--- config.mk ---
export PLATFORM = sky130hd
export DESIGN_NAME = quad_sim_sample_sequencer
export DESIGN_NICKNAME = d
export VERILOG_FILES = /design/src/rtl/sampler_pkg.sv /design/src/rtl/sar_if.sv /design/src/rtl/quad_sim_sample_sequencer.sv /design/src/rtl/sar_engine.sv
export SDC_FILE = /design/constraint.sdc
export NUM_CORES = 1
export LEC_CHECK = 0
export BUFFER_PORTS_ARGS = -buffer_cell sky130_fd_sc_hd__buf_2
export CORE_ASPECT_RATIO = 1.75
export CORE_UTILIZATION = 50
export CTS_CLUSTER_DIAMETER = 30
export DETAILED_ROUTE_END_ITERATION = 16
export PLACE_DENSITY = 0.69
export SYNTH_ARGS = -nofsm -noshare
export SYNTH_HDL_FRONTEND = slang
export SYNTH_SLANG_ARGS = --single-unit
export TNS_END_PERCENT = 30
--- constraint.sdc ---
create_clock -name clock -period 1.8 [get_ports clock]
set_input_delay 0.18 -clock clock [delete_from_list [all_inputs] [get_ports clock]]
set_output_delay 0.18 -clock clock [all_outputs]
set_load 0.1 [all_outputs]
--- src/rtl/sampler_pkg.sv ---
package sampler_pkg;

    // Channel and result geometry
    localparam int NUM_CHANNELS = 4;
    localparam int RESULT_WIDTH = 12;
    localparam int CHAN_IDX_W   = 2;

    // Converter clock edges in each phase
    localparam int START_EDGES  = 2;
    localparam int SETTLE_EDGES = 1;
    localparam int RESET_EDGES  = 6;
    localparam int CHAN_EDGES   = SETTLE_EDGES + RESULT_WIDTH + RESET_EDGES;
    localparam int SEQ_EDGES    = START_EDGES + NUM_CHANNELS * CHAN_EDGES;

    // System clock and time limits
    localparam int CLK_PERIOD_NS      = 4;
    localparam int CLK_FREQ_KHZ       = 250000;
    localparam int CONV_TIME_MAX_NS   = 32500;
    localparam int CONV_CYCLES_MAX    = CONV_TIME_MAX_NS / CLK_PERIOD_NS;
    localparam int OSC_FREQ_KHZ       = 2500;
    localparam int OSC_DIV            = CLK_FREQ_KHZ / OSC_FREQ_KHZ;

    // Reset values and start code
    localparam logic [RESULT_WIDTH-1:0] SAR_FIRST_TRIAL = 12'h800;
    localparam logic [RESULT_WIDTH-1:0] RESULT_RESET    = 12'h000;

    // Sequencer states
    typedef enum logic [1:0] {
        SEQ_IDLE    = 2'b00,
        SEQ_LEAD    = 2'b01,
        SEQ_CONVERT = 2'b10
    } seq_state_type;

    // Offset binary to two's complement
    function automatic logic [RESULT_WIDTH-1:0] to_twos(input logic [RESULT_WIDTH-1:0] code);
        to_twos = {~code[RESULT_WIDTH-1], code[RESULT_WIDTH-2:0]};
    endfunction : to_twos

endpackage : sampler_pkg

--- src/rtl/sar_if.sv ---
`timescale 1ns/10ps
interface sar_if;
    import sampler_pkg::*;
    logic                    start;    // Begin one channel
    logic                    tick;     // Converter clock edge
    logic                    comp;     // Comparator decision
    logic                    busy;     // Channel in progress
    logic                    done;     // Result ready pulse
    logic [RESULT_WIDTH-1:0] dac_code; // Trial code to DAC
    logic [RESULT_WIDTH-1:0] result;   // Two's complement result

    modport engine (input start, tick, comp, output busy, done, dac_code, result);
    modport seq    (output start, tick, comp, input busy, done, dac_code, result);
endinterface : sar_if

--- src/rtl/quad_sim_sample_sequencer.sv ---
`timescale 1ns/10ps
module quad_sim_sample_sequencer
    import sampler_pkg::*;
#(
    parameter int MAX_CONV_CYCLES = CONV_CYCLES_MAX // Trigger to done limit
)(
    // Clock and reset
    input  wire logic                    clock,
    input  wire logic                    reset_n,
    // Converter clock choice
    input  wire logic                    conv_clk,
    input  wire logic                    use_internal_osc,
    // Sample trigger
    input  wire logic                    sample_trigger_n,
    // Host read port
    input  wire logic                    cs_n,
    input  wire logic                    rd_n,
    output logic [RESULT_WIDTH-1:0]      result_bus,
    output logic                         result_bus_oe,
    output logic                         done_n,
    // Analog front end
    input  wire logic                    comp_in,
    output logic [NUM_CHANNELS-1:0]      track_hold,
    output logic [CHAN_IDX_W-1:0]        mux_sel,
    output logic [RESULT_WIDTH-1:0]      dac_code
);

    ////////////////////////////////////////////////////////////////////////////
    // Declarations
    sar_if sar ();                                       // Engine link

    seq_state_type           state_r;                    // Sequencer state
    seq_state_type           state_nxt;
    logic                    trig_s1_r;                  // Sync stage one
    logic                    trig_s2_r;                  // Sync stage two
    logic                    trig_s3_r;                  // Edge history
    logic                    conv_clk_d_r;               // Converter clock history
    logic [6:0]              osc_cnt_r;                  // Internal oscillator divider
    logic                    osc_tick_r;                 // Internal oscillator edge
    logic [1:0]              lead_cnt_r;                 // Lead edges counted
    logic [CHAN_IDX_W-1:0]   chan_r;                     // Channel converting
    logic                    start_r;                    // Engine start pulse
    logic [RESULT_WIDTH-1:0] results_r [NUM_CHANNELS];   // Result registers
    logic [CHAN_IDX_W-1:0]   ptr_r;                      // Read pointer
    logic                    first_read_r;               // Next read is first
    logic                    rd_d_r;                     // Read strobe history
    logic                    done_n_r;                   // Done flag
    logic                    hold_r;                     // Track/holds holding
    logic [RESULT_WIDTH-1:0] bus_r;                      // Read data
    logic                    oe_r;                       // Read output enable

    ////////////////////////////////////////////////////////////////////////////
    // Decoding
    wire trig_rise  = trig_s2_r & ~trig_s3_r;
    wire accept     = trig_rise && (state_r == SEQ_IDLE);
    wire ext_tick   = conv_clk & ~conv_clk_d_r;
    wire conv_tick  = use_internal_osc ? osc_tick_r : ext_tick;
    wire lead_end   = (state_r == SEQ_LEAD) && conv_tick && (lead_cnt_r == 2'(START_EDGES - 1));
    wire chan_store = (state_r == SEQ_CONVERT) && sar.done;
    wire last_chan  = (chan_r == CHAN_IDX_W'(NUM_CHANNELS - 1));
    wire seq_finish = chan_store && last_chan;
    wire read_fall  = ~cs_n & ~rd_n & rd_d_r;
    wire read_on    = ~cs_n & ~rd_n;
    wire osc_wrap   = (osc_cnt_r == 7'(OSC_DIV - 1));

    // Engine hookup
    assign sar.start = start_r;
    assign sar.tick  = conv_tick;
    assign sar.comp  = comp_in;

    // Next state
    always_comb begin
        state_nxt = state_r;
        unique case (state_r)
            SEQ_IDLE:    if (accept) state_nxt = SEQ_LEAD;
            SEQ_LEAD:    if (lead_end) state_nxt = SEQ_CONVERT;
            SEQ_CONVERT: if (seq_finish) state_nxt = SEQ_IDLE;
            default:     state_nxt = SEQ_IDLE;
        endcase
    end

    // Outputs from flip-flops
    assign result_bus    = bus_r;
    assign result_bus_oe = oe_r;
    assign done_n        = done_n_r;
    assign track_hold    = {NUM_CHANNELS{hold_r}};
    assign mux_sel       = chan_r;
    assign dac_code      = sar.dac_code;

    ////////////////////////////////////////////////////////////////////////////
    // Engine instance
    sar_engine u_engine (
        .clock   (clock),
        .reset_n (reset_n),
        .sar     (sar.engine)
    );

    ////////////////////////////////////////////////////////////////////////////
    // Trigger synchroniser, first stage read only by second
    always_ff @(posedge clock) begin
        if (!reset_n) begin
            trig_s1_r <= 1'b1;
            trig_s2_r <= 1'b1;
            trig_s3_r <= 1'b1;
        end else begin
            trig_s1_r <= sample_trigger_n;
            trig_s2_r <= trig_s1_r;
            trig_s3_r <= trig_s2_r;
        end
    end

    // Converter clock edge source
    always_ff @(posedge clock) begin
        if (!reset_n) begin
            conv_clk_d_r <= 1'b0;
            osc_cnt_r    <= 7'h00;
            osc_tick_r   <= 1'b0;
        end else begin
            conv_clk_d_r <= conv_clk;
            osc_cnt_r    <= osc_wrap ? 7'h00 : osc_cnt_r + 7'h01;
            osc_tick_r   <= osc_wrap;
        end
    end

    ////////////////////////////////////////////////////////////////////////////
    // Sequencer
    always_ff @(posedge clock) begin
        if (!reset_n) begin
            state_r    <= SEQ_IDLE;
            lead_cnt_r <= 2'h0;
            chan_r     <= 2'h0;
            start_r    <= 1'b0;
            hold_r     <= 1'b0;
        end else begin
            state_r <= state_nxt;
            start_r <= 1'b0;
            if (accept) begin
                // All channels freeze on one edge
                hold_r     <= 1'b1;
                chan_r     <= 2'h0;
                lead_cnt_r <= 2'h0;
            end
            if ((state_r == SEQ_LEAD) && conv_tick) begin
                lead_cnt_r <= lead_cnt_r + 2'h1;
            end
            if (lead_end) begin
                start_r <= 1'b1;
            end
            if (chan_store && !last_chan) begin
                // Next channel in fixed order
                chan_r  <= chan_r + 2'h1;
                start_r <= 1'b1;
            end
            if (seq_finish) begin
                hold_r <= 1'b0;
            end
        end
    end

    // Result registers, one per channel
    always_ff @(posedge clock) begin
        if (!reset_n) begin
            for (int i = 0; i < NUM_CHANNELS; i++) begin
                results_r[i] <= RESULT_RESET;
            end
        end else if (chan_store) begin
            results_r[chan_r] <= sar.result;
        end
    end

    ////////////////////////////////////////////////////////////////////////////
    // Done flag, set wins over clear
    always_ff @(posedge clock) begin
        if (!reset_n) begin
            done_n_r     <= 1'b1;
            first_read_r <= 1'b0;
        end else if (seq_finish) begin
            done_n_r     <= 1'b0;
            first_read_r <= 1'b1;
        end else if (read_fall && first_read_r) begin
            done_n_r     <= 1'b1;
            first_read_r <= 1'b0;
        end
    end

    // Read port, pointer only, no address decode
    always_ff @(posedge clock) begin
        if (!reset_n) begin
            rd_d_r <= 1'b1;
            ptr_r  <= 2'h0;
            bus_r  <= RESULT_RESET;
            oe_r   <= 1'b0;
        end else begin
            rd_d_r <= rd_n;
            oe_r   <= read_on;
            if (trig_rise) begin
                ptr_r <= 2'h0;
            end else if (read_fall) begin
                // Data at pointer, then advance
                bus_r <= results_r[ptr_r];
                ptr_r <= ptr_r + 2'h1;
            end
        end
    end

    ////////////////////////////////////////////////////////////////////////////
    // Checking helpers
    logic [7:0]  edge_seen_r;   // Converter edges since accept
    logic [15:0] elapsed_r;     // Cycles since accept
    always_ff @(posedge clock) begin
        if (!reset_n) begin
            edge_seen_r <= 8'h00;
            elapsed_r   <= 16'h0000;
        end else if (accept) begin
            edge_seen_r <= 8'h00;
            elapsed_r   <= 16'h0000;
        end else if (state_r != SEQ_IDLE) begin
            edge_seen_r <= edge_seen_r + 8'(conv_tick);
            elapsed_r   <= elapsed_r + 16'h0001;
        end
    end

    ////////////////////////////////////////////////////////////////////////////
    // Assertions
    property p_start_seq;
        @(posedge clock) disable iff (!reset_n) accept |=> (state_r == SEQ_LEAD) && (chan_r == 2'h0);
    endproperty
    a_start_seq: assert property (p_start_seq) else $error("Trigger did not start sequence");

    property p_hold_all;
        @(posedge clock) disable iff (!reset_n) accept |=> (track_hold == 4'hf) until seq_finish;
    endproperty
    a_hold_all: assert property (p_hold_all) else $error("Track/holds not all holding");

    property p_chan_order;
        @(posedge clock) disable iff (!reset_n) (chan_store && !last_chan) |=> chan_r == $past(chan_r) + 2'h1;
    endproperty
    a_chan_order: assert property (p_chan_order) else $error("Channel order broken");

    property p_store;
        @(posedge clock) disable iff (!reset_n) chan_store |=> results_r[$past(chan_r)] == $past(sar.result);
    endproperty
    a_store: assert property (p_store) else $error("Result not stored");

    property p_done_after_all;
        @(posedge clock) disable iff (!reset_n) $fell(done_n) |-> $past(chan_r) == 2'h3 && $past(state_r) == SEQ_CONVERT;
    endproperty
    a_done_after_all: assert property (p_done_after_all) else $error("Done before last channel");

    property p_edge_count;
        @(posedge clock) disable iff (!reset_n)
            $fell(done_n) |-> (edge_seen_r >= 8'(SEQ_EDGES - 1)) && (edge_seen_r <= 8'(SEQ_EDGES + 1));
    endproperty
    a_edge_count: assert property (p_edge_count) else $error("Sequence edge count wrong");

    property p_max_time;
        @(posedge clock) disable iff (!reset_n) $fell(done_n) |-> elapsed_r <= 16'(MAX_CONV_CYCLES);
    endproperty
    a_max_time: assert property (p_max_time) else $error("Conversion took too long");

    property p_ptr_step;
        @(posedge clock) disable iff (!reset_n) (read_fall && !trig_rise) |=> ptr_r == $past(ptr_r) + 2'h1;
    endproperty
    a_ptr_step: assert property (p_ptr_step) else $error("Read pointer did not advance");

    property p_first_read;
        @(posedge clock) disable iff (!reset_n)
            (read_fall && first_read_r && !trig_rise) |=> result_bus == $past(results_r[0]);
    endproperty
    a_first_read: assert property (p_first_read) else $error("First read not channel one");

    property p_done_clear;
        @(posedge clock) disable iff (!reset_n) (read_fall && first_read_r && !seq_finish) |=> done_n ##1 done_n;
    endproperty
    a_done_clear: assert property (p_done_clear) else $error("Done not cleared by read");

    property p_ptr_reset;
        @(posedge clock) disable iff (!reset_n) trig_rise |=> ptr_r == 2'h0;
    endproperty
    a_ptr_reset: assert property (p_ptr_reset) else $error("Pointer not reset by trigger");

    property p_oe_follow;
        @(posedge clock) disable iff (!reset_n) (cs_n || rd_n) |=> !result_bus_oe;
    endproperty
    a_oe_follow: assert property (p_oe_follow) else $error("Outputs enabled without read");

    c_full_seq:  cover property (@(posedge clock) disable iff (!reset_n) $fell(done_n));
    c_four_read: cover property (@(posedge clock) disable iff (!reset_n) read_fall && ptr_r == 2'h3);
    c_internal:  cover property (@(posedge clock) disable iff (!reset_n) seq_finish && use_internal_osc);

endmodule : quad_sim_sample_sequencer

--- src/rtl/sar_engine.sv ---
`timescale 1ns/10ps
module sar_engine
    import sampler_pkg::*;
(
    // Clock and reset
    input  wire logic clock,
    input  wire logic reset_n,
    // Sequencer side
    sar_if.engine     sar
);

    logic [4:0]              edge_cnt_r;  // Edges into this channel
    logic [4:0]              edge_cnt_nxt;
    logic                    busy_r;      // Channel running
    logic                    done_r;      // Done pulse
    logic [RESULT_WIDTH-1:0] code_r;      // Successive approximation code
    logic [RESULT_WIDTH-1:0] code_nxt;

    // Trial window and current bit mask
    wire                    in_trial  = (edge_cnt_r >= 5'(SETTLE_EDGES)) &&
                                        (edge_cnt_r < 5'(SETTLE_EDGES + RESULT_WIDTH));
    wire [3:0]              trial_pos = 4'(edge_cnt_r - 5'(SETTLE_EDGES));
    wire [RESULT_WIDTH-1:0] mask      = SAR_FIRST_TRIAL >> trial_pos;
    wire                    last_edge = (edge_cnt_r == 5'(CHAN_EDGES - 1));

    // Keep bit when input at or above trial, then try next bit
    assign code_nxt     = in_trial ? ((code_r & ~(sar.comp ? 12'h000 : mask)) | (mask >> 1)) : code_r;
    assign edge_cnt_nxt = edge_cnt_r + 5'h01;

    // Outputs from flip-flops
    assign sar.busy     = busy_r;
    assign sar.done     = done_r;
    assign sar.dac_code = code_r;
    assign sar.result   = to_twos(code_r);

    ////////////////////////////////////////////////////////////////////////////
    // Bit trial sequencing
    always_ff @(posedge clock) begin
        if (!reset_n) begin
            edge_cnt_r <= 5'h00;
            busy_r     <= 1'b0;
            done_r     <= 1'b0;
            code_r     <= SAR_FIRST_TRIAL;
        end else begin
            done_r <= 1'b0;
            if (sar.start) begin
                // Fresh channel, MSB trial first
                edge_cnt_r <= 5'h00;
                busy_r     <= 1'b1;
                code_r     <= SAR_FIRST_TRIAL;
            end else if (busy_r && sar.tick) begin
                // One converter edge
                code_r     <= code_nxt;
                edge_cnt_r <= edge_cnt_nxt;
                if (last_edge) begin
                    busy_r <= 1'b0;
                    done_r <= 1'b1;
                end
            end
        end
    end

endmodule : sar_engine

; Word level (Yosys, flattened, before mapping)
; Memories as Yosys holds them, arrays and structs flattened. A register that Yosys moved wholly into a read port is not among the register bits.
; Index checks and enable logic that the tools add are counted.
[op_classes]
add_sub_neg = 6
order_cmp = 2
n_eq_ne = 9
shift = 1
n_mux = 26
bitwise_logic = 15
reduce_logical = 27
[ops]
columns = op, count
row1 = 12-bit two-way mux, 2
row2 = 1-bit two-way mux, 16
row3 = 2-bit two-way mux, 7
row4 = 12-bit bitwise AND, 1
row5 = 12-bit NOT, 1
row6 = 12-bit by 11-bit bitwise OR with 12-bit output, 1
row7 = 12-bit OR reduction, 1
row8 = "12-bit by 4-bit >> shifter with 12-bit output, first input constant", 1
row9 = 2-bit nonzero test, 5
row10 = 1-bit logical AND, 9
row11 = 1-bit NOT, 8
row12 = 2-bit OR reduction, 4
row13 = "7-bit by 1-bit adder with 7-bit output, second input constant", 1
row14 = "7-bit == test, second input constant", 1
row15 = "2-bit by 1-bit adder with 2-bit output, second input constant", 3
row16 = "2-bit inequality test, second input constant", 3
row17 = 2-bit case mux with 3 select lines, 1
row18 = 2-bit AND reduction, 3
row19 = "5-bit by 1-bit adder with 5-bit output, second input constant", 1
row20 = "5-bit == test, second input constant", 1
row21 = "5-bit by 1-bit >= comparator with 1-bit output, second input constant", 1
row22 = "5-bit by 4-bit < comparator with 1-bit output, second input constant", 1
row23 = 1-bit bitwise AND, 4
row24 = "2-bit by 1-bit == test with 1-bit output, second input constant", 2
row25 = other kinds (6), 8
[word_totals]
ff_bits = 45
ramBits = 48
inputBits = 8
output_inout_bits = 32
memories = 1
[memory_table]
columns = name, words, word_bits, rd, rd_ports_with_merged_regs, wr, line
row1 = results_r, 4, 12, 1, 1, 4, quad_sim_sample_sequencer.sv:43  ; logic [RESULT_WIDTH-1:0] results_r [NUM_CHANNELS];

; Depth between registers and ports, before layout
; Gate-level depths: netlist (run 1).
[logic_depth]
word_depth = 7
mapped_depth = 6

; Modules after synthesis
; From an unflattened synthesis (run 1), not the netlist that was laid out.
[unflattened]
hier_cells = 403
hier_area_um2 = 4765.8
[by_module_without_submodules]
columns = mod, instances, cells_per_inst, area_per_inst_um2, seq_area_each_um2
row1 = quad_sim_sample_sequencer, 1, 264, 3568.4, 2202.1
row2 = sar_engine, 1, 139, 1197.4, 380.4

; Worst setup path before layout (run 1)
; No wires, ideal clock.
[synth_timing]
path_kind = register -> register
start = register chan_r[0], in the netlist mux_sel[0]
end = memory results_r[1][0], enable pin
arrival_ns = 1.795
setup_slack_ns = -0.354
path_stages_with_launch = 3
n_path_buf = 0
period_less_slack_ns = 2.154
path_cell_list = dfxtp_1 -> nor3b_1 -> nand2b_1
[synth_rtl]
columns = item, line
row1 = "start, declared", quad_sim_sample_sequencer.sv:41  ; logic [CHAN_IDX_W-1:0] chan_r;
row2 = "start signal, assigned", quad_sim_sample_sequencer.sv:151  ; chan_r <= chan_r + 2'h1;
row3 = "end, declared", quad_sim_sample_sequencer.sv:43

; Worst setup path in the final report (run 1)
[layout_timing]
start = register u_engine.edge_cnt_r[0]
end = register u_engine.code_r[1], in the netlist u_engine.sar.dac_code[1]
[layout_between]
elab_chain_len = 6
word_cells_on_any_way = 10
classes_between = add/sub: 1 / order compare: 2 / shift: 1 / mux: 1 / bitwise: 3 / reduce/logical: 2
[layout_rtl]
columns = item, line
row1 = "start, declared", sar_engine.sv:12  ; logic [4:0] edge_cnt_r;
row2 = "start signal, assigned", sar_engine.sv:54  ; edge_cnt_r <= edge_cnt_nxt;
row3 = 4-bit by 1-bit subtractor with 4-bit output, sar_engine.sv:22  ; wire [3:0] trial_pos = 4'(edge_cnt_r - 5'(SETTLE_EDGES));
row4 = 12-bit by 4-bit >> shifter with 12-bit output, sar_engine.sv:23  ; wire [RESULT_WIDTH-1:0] mask = SAR_FIRST_TRIAL >> trial_pos;
row5 = 12-bit two-way mux, sar_engine.sv:27  ; assign code_nxt = in_trial ? ((code_r & ~(sar.comp ? 12'h000 : mask)) | (mask >> 1)) : code_r;
row6 = 12-bit NOT, sar_engine.sv:27
row7 = 12-bit bitwise AND, sar_engine.sv:27
row8 = 12-bit by 11-bit bitwise OR with 12-bit output, sar_engine.sv:27
row9 = "end signal, assigned", sar_engine.sv:53  ; code_r <= code_nxt;
row10 = "end, declared", sar_engine.sv:16  ; logic [RESULT_WIDTH-1:0] code_r;
; Parallel ways exist; a longest one is shown, timed or not.
; A chain may end at the register's enable or synchronous reset.

==> impl_metrics.csv, run 1 <==
group,metric,value,unit
yosys,syn_nets,404,
place,dpl.cell_count,551,
timing,fin_crit_sh,0.991,
route,ant_nets,0,
setup_path,cp-end-kind,"register",
yosys,yosys_warnings,0,
yosys,synth_top_flop_cell,"dfxtp_1",
setup_path,required,2.04,ns
clocking,h-tree-depth,3,
yosys,yosysTopAreaCellShare,0.318,
setup_path,cp_max_fo,5,
die,initial_core_util,0.519,
timing,worst_slew_pin_slew,0.596,ns
global_route,grt_max_degree,24,
place,dp_hpwl,6430,um
yosys,synth_enable_flop_cells,48,
finish,drive_gt1_frac,0.268,
setup_path,ff2ff_path_depth,6,
global_route,track_usage,0.214,
setup_path,reg2reg_from,"u_engine.edge_cnt_r[0]$_SDFFE_PP0P_",
hold_path,hold_depth,2,
yosys,synth_cell_types,47,
setup_path,reg2reg_to,"u_engine.sar.dac_code[1]$_SDFFE_PP0P_",
timing,hold_viol_final,0,
yosys,yosysTopAreaCell,"edfxtp_1",
die,die_y,128,um
yosys,ys_top_cells_by_count,"57 x dfxtp_1, 48 x and2_1, 48 x edfxtp_1",
clocking,path_clk_slew,0.06,ns
route,route.vias.total,3073,
finish,nets,464,
die,dieArea,9460,um^2
setup_path,critical_path_arrival,2.02,ns
clocking,root_buffer,"clkbuf_16",
yosys,yosysMostFrequentCell,"dfxtp_1",
yosys,ys_seq_area_frac,0.570,
timing,clock_skew,0.00401,ns
timing,fmax,561,MHz
finish,stdcell_count,569,
job,cap_violations,0,
status,outcome,"finished, final reports clean",
route,wl,9010,um
hold_path,hold_path_class,"input port to register",
global_route,grt-ovfl-total,0,
hold_path,hold_start,"sample_trigger_n",
die,ios,40,
route,dr.pass1.iters,4,
setup_path,cp-start-kind,"register",
power_and_ir_drop,peakVddDrop,0.560,mV
power_and_ir_drop,p_leak,2.05,nW
global_route,grt_pass1_wl,14900,um
finish,area_growth,18.9,%
clocking,cts_buffers,9,
clocking,clock_sinks,105,
yosys,synthCells,387,
route,avgRoutedWirePerCell,15.8,um
timing,tns,0,ns
place,io_buffer_count,39,
yosys,yosys-top-cells-area,"edfxtp_1 32%, dfxtp_1 25%, and2_1 6.6%",
timing,finalMaxSlewViolations,0,
clocking,clkLatencyLatePin,0.34,ns
hold_path,whs_endpoint,"trig_s1_r$_SDFF_PN1_",
timing,fin_crit,1.78,ns
yosys,synth-seq-cells,105,
route,drt_iter0_drc,146,
clocking,cts_tree,"built",
clocking,cts_buffer_depth,2,
timing,rsz0062_at_grt,"yes",
finish,antenna_cells,0,
yosys,synth_area,4530,um^2
timing,worst_hold_slack,0.0159,ns
power_and_ir_drop,power.density,906,nW/um^2
die,die_x,74.0,um
die,core,8730,um^2
yosys,syn_avg_cell_area,11.7,um^2
die,core.rowCount,45,
yosys,synthArstFlopShare,0,
global_route,grt_pass1_vias,3111,
route,drc,0,
setup_path,path_class,"register to register",
global_route,antenna_found_initial,0,
timing,maxSlewHeadroom,0.602,
route,vias_per_cell,5.40,
place,gp_congestion,0.832,
timing,setup-violations-final,0,
setup_path,r2r_slack,0.02,ns
[state kept, by name, summed over array words and instances, names as in the netlist, 2 cells and up]
signal	count
lead_cnt_r	2
mux_sel	2
osc_cnt_r	7
ptr_r	2
result_bus	12
results_r	48
state_r	2
u_engine.edge_cnt_r	5
u_engine.sar.dac_code	12
[kinds of logic after synthesis]
group / share of synthesized area
mux: 0.0646
buf+inv: 0.0304
flops: 0.570
xor+xnor: 0.0213
simple gates: 0.200
compound gates: 0.0892
fa+ha+maj: 0.0249
[stage by stage]
step                instance area (um^2)   util  setup slack, ns  power (mW)
CTS                                 5360  0.615          0.00284        4.93
finish                              5390  0.617           0.0170        4.88
detailed placement                  5050  0.579           0.0109        3.01
floorplan                           4570      -          0.00734        2.91
global route                        5390  0.617          -0.0307        5.05
global placement                    5050  0.579           0.0421        2.99
[placed cells by master, fill, tap and decap left out, types with 3 or more instances in the layout]
cell	n
a21oi_1	23
a32o_1	7
a32o_2	4
and2_1	48
and3_1	4
buf_12	3
buf_2	39
buf_4	27
clkbuf_16	9
dfxtp_1	53
edfxtp_1	48
ha_1	7
inv_1	6
mux4_2	12
nand2_1	37
nand2b_1	11
nand3_1	18
nor2_1	23
nor2b_1	3
nor3_1	3
o211ai_1	4
o21ai_0	4
xnor2_1	8
xor2_1	3
[worst max path at each step]
stage / startpoint / endpoint / cells past startpoint
4_1_cts: u_engine.edge_cnt_r[0]$_SDFFE_PP0P_ / u_engine.sar.dac_code[1]$_SDFFE_PP0P_ / 6
2_1_floorplan: mux_sel[0]$_SDFFE_PN0P_ / results_r[1][0]$_SDFFCE_PN0P_ / 2
3_5_place_dp: u_engine.edge_cnt_r[0]$_SDFFE_PP0P_ / u_engine.sar.dac_code[1]$_SDFFE_PP0P_ / 6
6_report: u_engine.edge_cnt_r[0]$_SDFFE_PP0P_ / u_engine.sar.dac_code[1]$_SDFFE_PP0P_ / 6
3_3_place_gp: u_engine.edge_cnt_r[0]$_SDFFE_PP0P_ / u_engine.sar.dac_code[2]$_SDFFE_PP0P_ / 6
5_1_grt: u_engine.edge_cnt_r[0]$_SDFFE_PP0P_ / u_engine.sar.dac_code[0]$_SDFFE_PP0P_ / 6
[where the power goes]
part | leakage [nW] | switching (mW) | internal [mW]
registers | 0.921 | 0.0301 | 2.57
clock network | 0.147 | 0.781 | 1.15
logic | 0.983 | 0.241 | 0.114
[per-layer routing]
layer  up-vias  global-route usage  wire length (um)
li1       1504                   -                 -
met1      1507               0.227              3450
met2        40               0.393              5100
met3        22              0.0456               245
met4         0              0.0916               223
met5         -                   0                 0
[layout make-up]
class / count / area [um^2]
tap: 117 / 146
clock buffer: 13 / 260
fill: 718 / 3340
clock inverter: 3 / 38.8
timing repair buffer: 70 / 468
sequential: 105 / 2590
inverter: 8 / 32.5
multi-input combinational: 253 / 1850
[what timing repair did]
action,4_1_cts,5_1_grt
setup buffers,0,2
endpoints found under the hold margin,1,0
hold buffers,1,0
resized for setup,0,4
setup endpoints to repair,0,23
[critical path: stages, from the launching register on]
cell and delay, ns:
dfxtp_4 0.38, inv_4 0.04, ha_4 0.16, or4b_4 0.49, a21boi_4 0.21, o211ai_1 0.11
a32o_2 0.28
No activity file was read; power rests on OpenSTA's default activity.
==> run 2: changes to the inputs <==
--- a/config.mk
+++ b/config.mk
@@ -7,10 +7,10 @@
 export LEC_CHECK = 0
 export BUFFER_PORTS_ARGS = -buffer_cell sky130_fd_sc_hd__buf_2
 export CORE_ASPECT_RATIO = 1.75
-export CORE_UTILIZATION = 50
+export CORE_UTILIZATION = 53
 export CTS_CLUSTER_DIAMETER = 30
 export DETAILED_ROUTE_END_ITERATION = 16
-export PLACE_DENSITY = 0.69
+export PLACE_DENSITY = 0.73
 export SYNTH_ARGS = -nofsm -noshare
 export SYNTH_HDL_FRONTEND = slang
 export SYNTH_SLANG_ARGS = --single-unit
==> impl_metrics.csv, run 2 (synthesized netlist as in run 1, its figures left out) <==
group,metric,value,unit
timing,rsz0062_at_grt,"yes",
clocking,path_clk_slew,0.06,ns
die,die_x,71.9,um
setup_path,cp_cell_sequence,"inv_4 -> ha_4 -> or4b_4 -> a21boi_4 -> o211ai_1 -> a32o_2",
clocking,clock_sinks,105,
hold_path,whs_endpoint,"trig_s1_r$_SDFF_PN1_",
route,drt_iter0_drc,162,
job,cap_violations,0,
timing,maxSlewHeadroom,0.582,
route,vias_per_cell,5.46,
setup_path,cp_max_fo,6,
timing,tns,0,ns
die,dieArea,8940,um^2
global_route,grt_pass1_vias,3068,
setup_path,reg2reg_from,"u_engine.edge_cnt_r[0]$_SDFFE_PP0P_",
timing,setup-violations-final,0,
place,dp_hpwl,6280,um
status,outcome,"finished, final reports clean",
place,gp_congestion,0.810,
place,io_buffer_count,39,
hold_path,hold_depth,2,
setup_path,r2r_slack,0.03,ns
power_and_ir_drop,p_leak,2.01,nW
finish,nets,460,
clocking,root_buffer,"clkbuf_16",
power_and_ir_drop,p_total,4.66,mW
finish,design_area,5310,um^2
setup_path,max_stage_delay,0.49,ns
setup_path,path_class,"register to register",
timing,worst_slew_pin_slew,0.627,ns
route,drc,0,
power_and_ir_drop,power.density,878,nW/um^2
hold_path,hold_start,"sample_trigger_n",
setup_path,worst_path_max_delay_cell,"or4b_4",
hold_path,hold_path_class,"input port to register",
route,wl,8760,um
timing,fmax,564,MHz
clocking,clkLatencyLatePin,0.35,ns
die,core.rowCount,44,
setup_path,required,2.04,ns
finish,layout_commonest_cell,"dfxtp_1",
setup_path,ff2ff_path_depth,6,
route,route.vias.total,3074,
finish,area_growth,17.1,%
clocking,cts_tree,"built",
global_route,grt_max_degree,21,
finish,top_register,"results_r",
clocking,h-tree-depth,3,
die,ios,40,
die,die_y,124,um
timing,clock_skew,0.00782,ns
power_and_ir_drop,peakVddDrop,0.644,mV
timing,fin_crit_sh,0.986,
setup_path,cp-end-kind,"register",
die,initial_core_util,0.545,
finish,largest_reg_flops,48,
clocking,cts_buffers,9,
route,dr.pass1.iters,5,
global_route,track_usage,0.215,
setup_path,reg2reg_to,"u_engine.sar.dac_code[0]$_SDFFE_PP0P_",
global_route,antenna_found_initial,0,
place,placed_area,5010,um^2
timing,finalMaxSlewViolations,0,
timing,hold_viol_final,0,
global_route,grt_pass1_wl,14600,um
finish,final_cell_mix,"53 x dfxtp_1, 48 x and2_1, 48 x edfxtp_1",
finish,drive_gt1_frac,0.254,
die,core,8310,um^2
timing,worst_hold_slack,0.0129,ns
route,ant_nets,0,
finish,antenna_cells,0,
clocking,cts_buffer_depth,2,
global_route,grt-ovfl-total,0,
timing,fin_crit,1.77,ns
route,avgRoutedWirePerCell,15.6,um
setup_path,critical_path_arrival,2.01,ns
setup_path,cp-start-kind,"register",
-- run 2: changes by cell type in the layout (fill, tap and decap cells not counted) --
cell and delta:
nor3_1 +1, nor3_2 -1, clkinv_1 +3, clkinv_2 +1, clkbuf_8 -2, clkbuf_1 -1
bufinv_16 -1, buf_4 -4
-- run 2: what timing repair did --
item | in CTS | in global routing
pin swaps | 5 | 4
gates resized for setup | 0 | 3
setup buffers | 2 | 1
hold endpoints to repair | 1 | 0
endpoints found under the setup margin | 4 | 42
hold buffers | 1 | 0
-- run 2: final cells by class --
| cell class | count | area (um^2) |
|---|---|---|
| clock buffer | 10 | 229 |
| inverter | 8 | 32.5 |
| multi-input combinational | 253 | 1850 |
| timing repair buffer | 66 | 438 |
| sequential | 105 | 2590 |
| fill | 659 | 3010 |
| tap | 115 | 144 |
| clock inverter | 6 | 25.0 |
-- run 2: metal layers --
metal	wire, um	track usage	vias to the layer above
met4	247	0.0992	0
met5	0	0	-
met3	263	0.0429	18
met1	3310	0.227	1507
met2	4940	0.396	56
li1	-	-	1493
-- run 2: critical path, delay by kind of cell (launching register included) --
| family | cells | cell delay, ns |
|---|---|---|
| compound gates | 3 | 0.59 |
| fa+ha+maj | 1 | 0.17 |
| buf+inv | 1 | 0.05 |
| flops | 1 | 0.37 |
| simple gates | 1 | 0.49 |
-- run 2: power by group --
part / internal (mW) / total [mW] / switching [mW]
clock network: 0.913 / 1.71 / 0.794
registers: 2.57 / 2.60 / 0.0298
logic: 0.112 / 0.351 / 0.239
total: 3.59 / 4.66 / 1.06
-- run 2: how the worst max path moves through the flow --
stage / depth (start not counted) / endpoint / start
after global placement: 6 / u_engine.sar.dac_code[2]$_SDFFE_PP0P_ / u_engine.edge_cnt_r[0]$_SDFFE_PP0P_
after floorplan: 2 / results_r[1][0]$_SDFFCE_PN0P_ / mux_sel[0]$_SDFFE_PN0P_
final: 6 / u_engine.sar.dac_code[0]$_SDFFE_PP0P_ / u_engine.edge_cnt_r[0]$_SDFFE_PP0P_
after global routing: 6 / u_engine.sar.dac_code[0]$_SDFFE_PP0P_ / u_engine.edge_cnt_r[0]$_SDFFE_PP0P_
after CTS: 6 / u_engine.sar.dac_code[0]$_SDFFE_PP0P_ / u_engine.edge_cnt_r[0]$_SDFFE_PP0P_
after detailed placement: 6 / u_engine.sar.dac_code[0]$_SDFFE_PP0P_ / u_engine.edge_cnt_r[0]$_SDFFE_PP0P_
-- run 2: through the flow --
step | setup slack [ns] | util | cells
floorplan | 0.00734 | - | 387
global placement | 0.0344 | 0.602 | 543
detailed placement | -0.00416 | 0.602 | 543
CTS | 0.00229 | 0.636 | 562
global route | -0.0520 | 0.638 | 563
finish | 0.0259 | 0.638 | 563
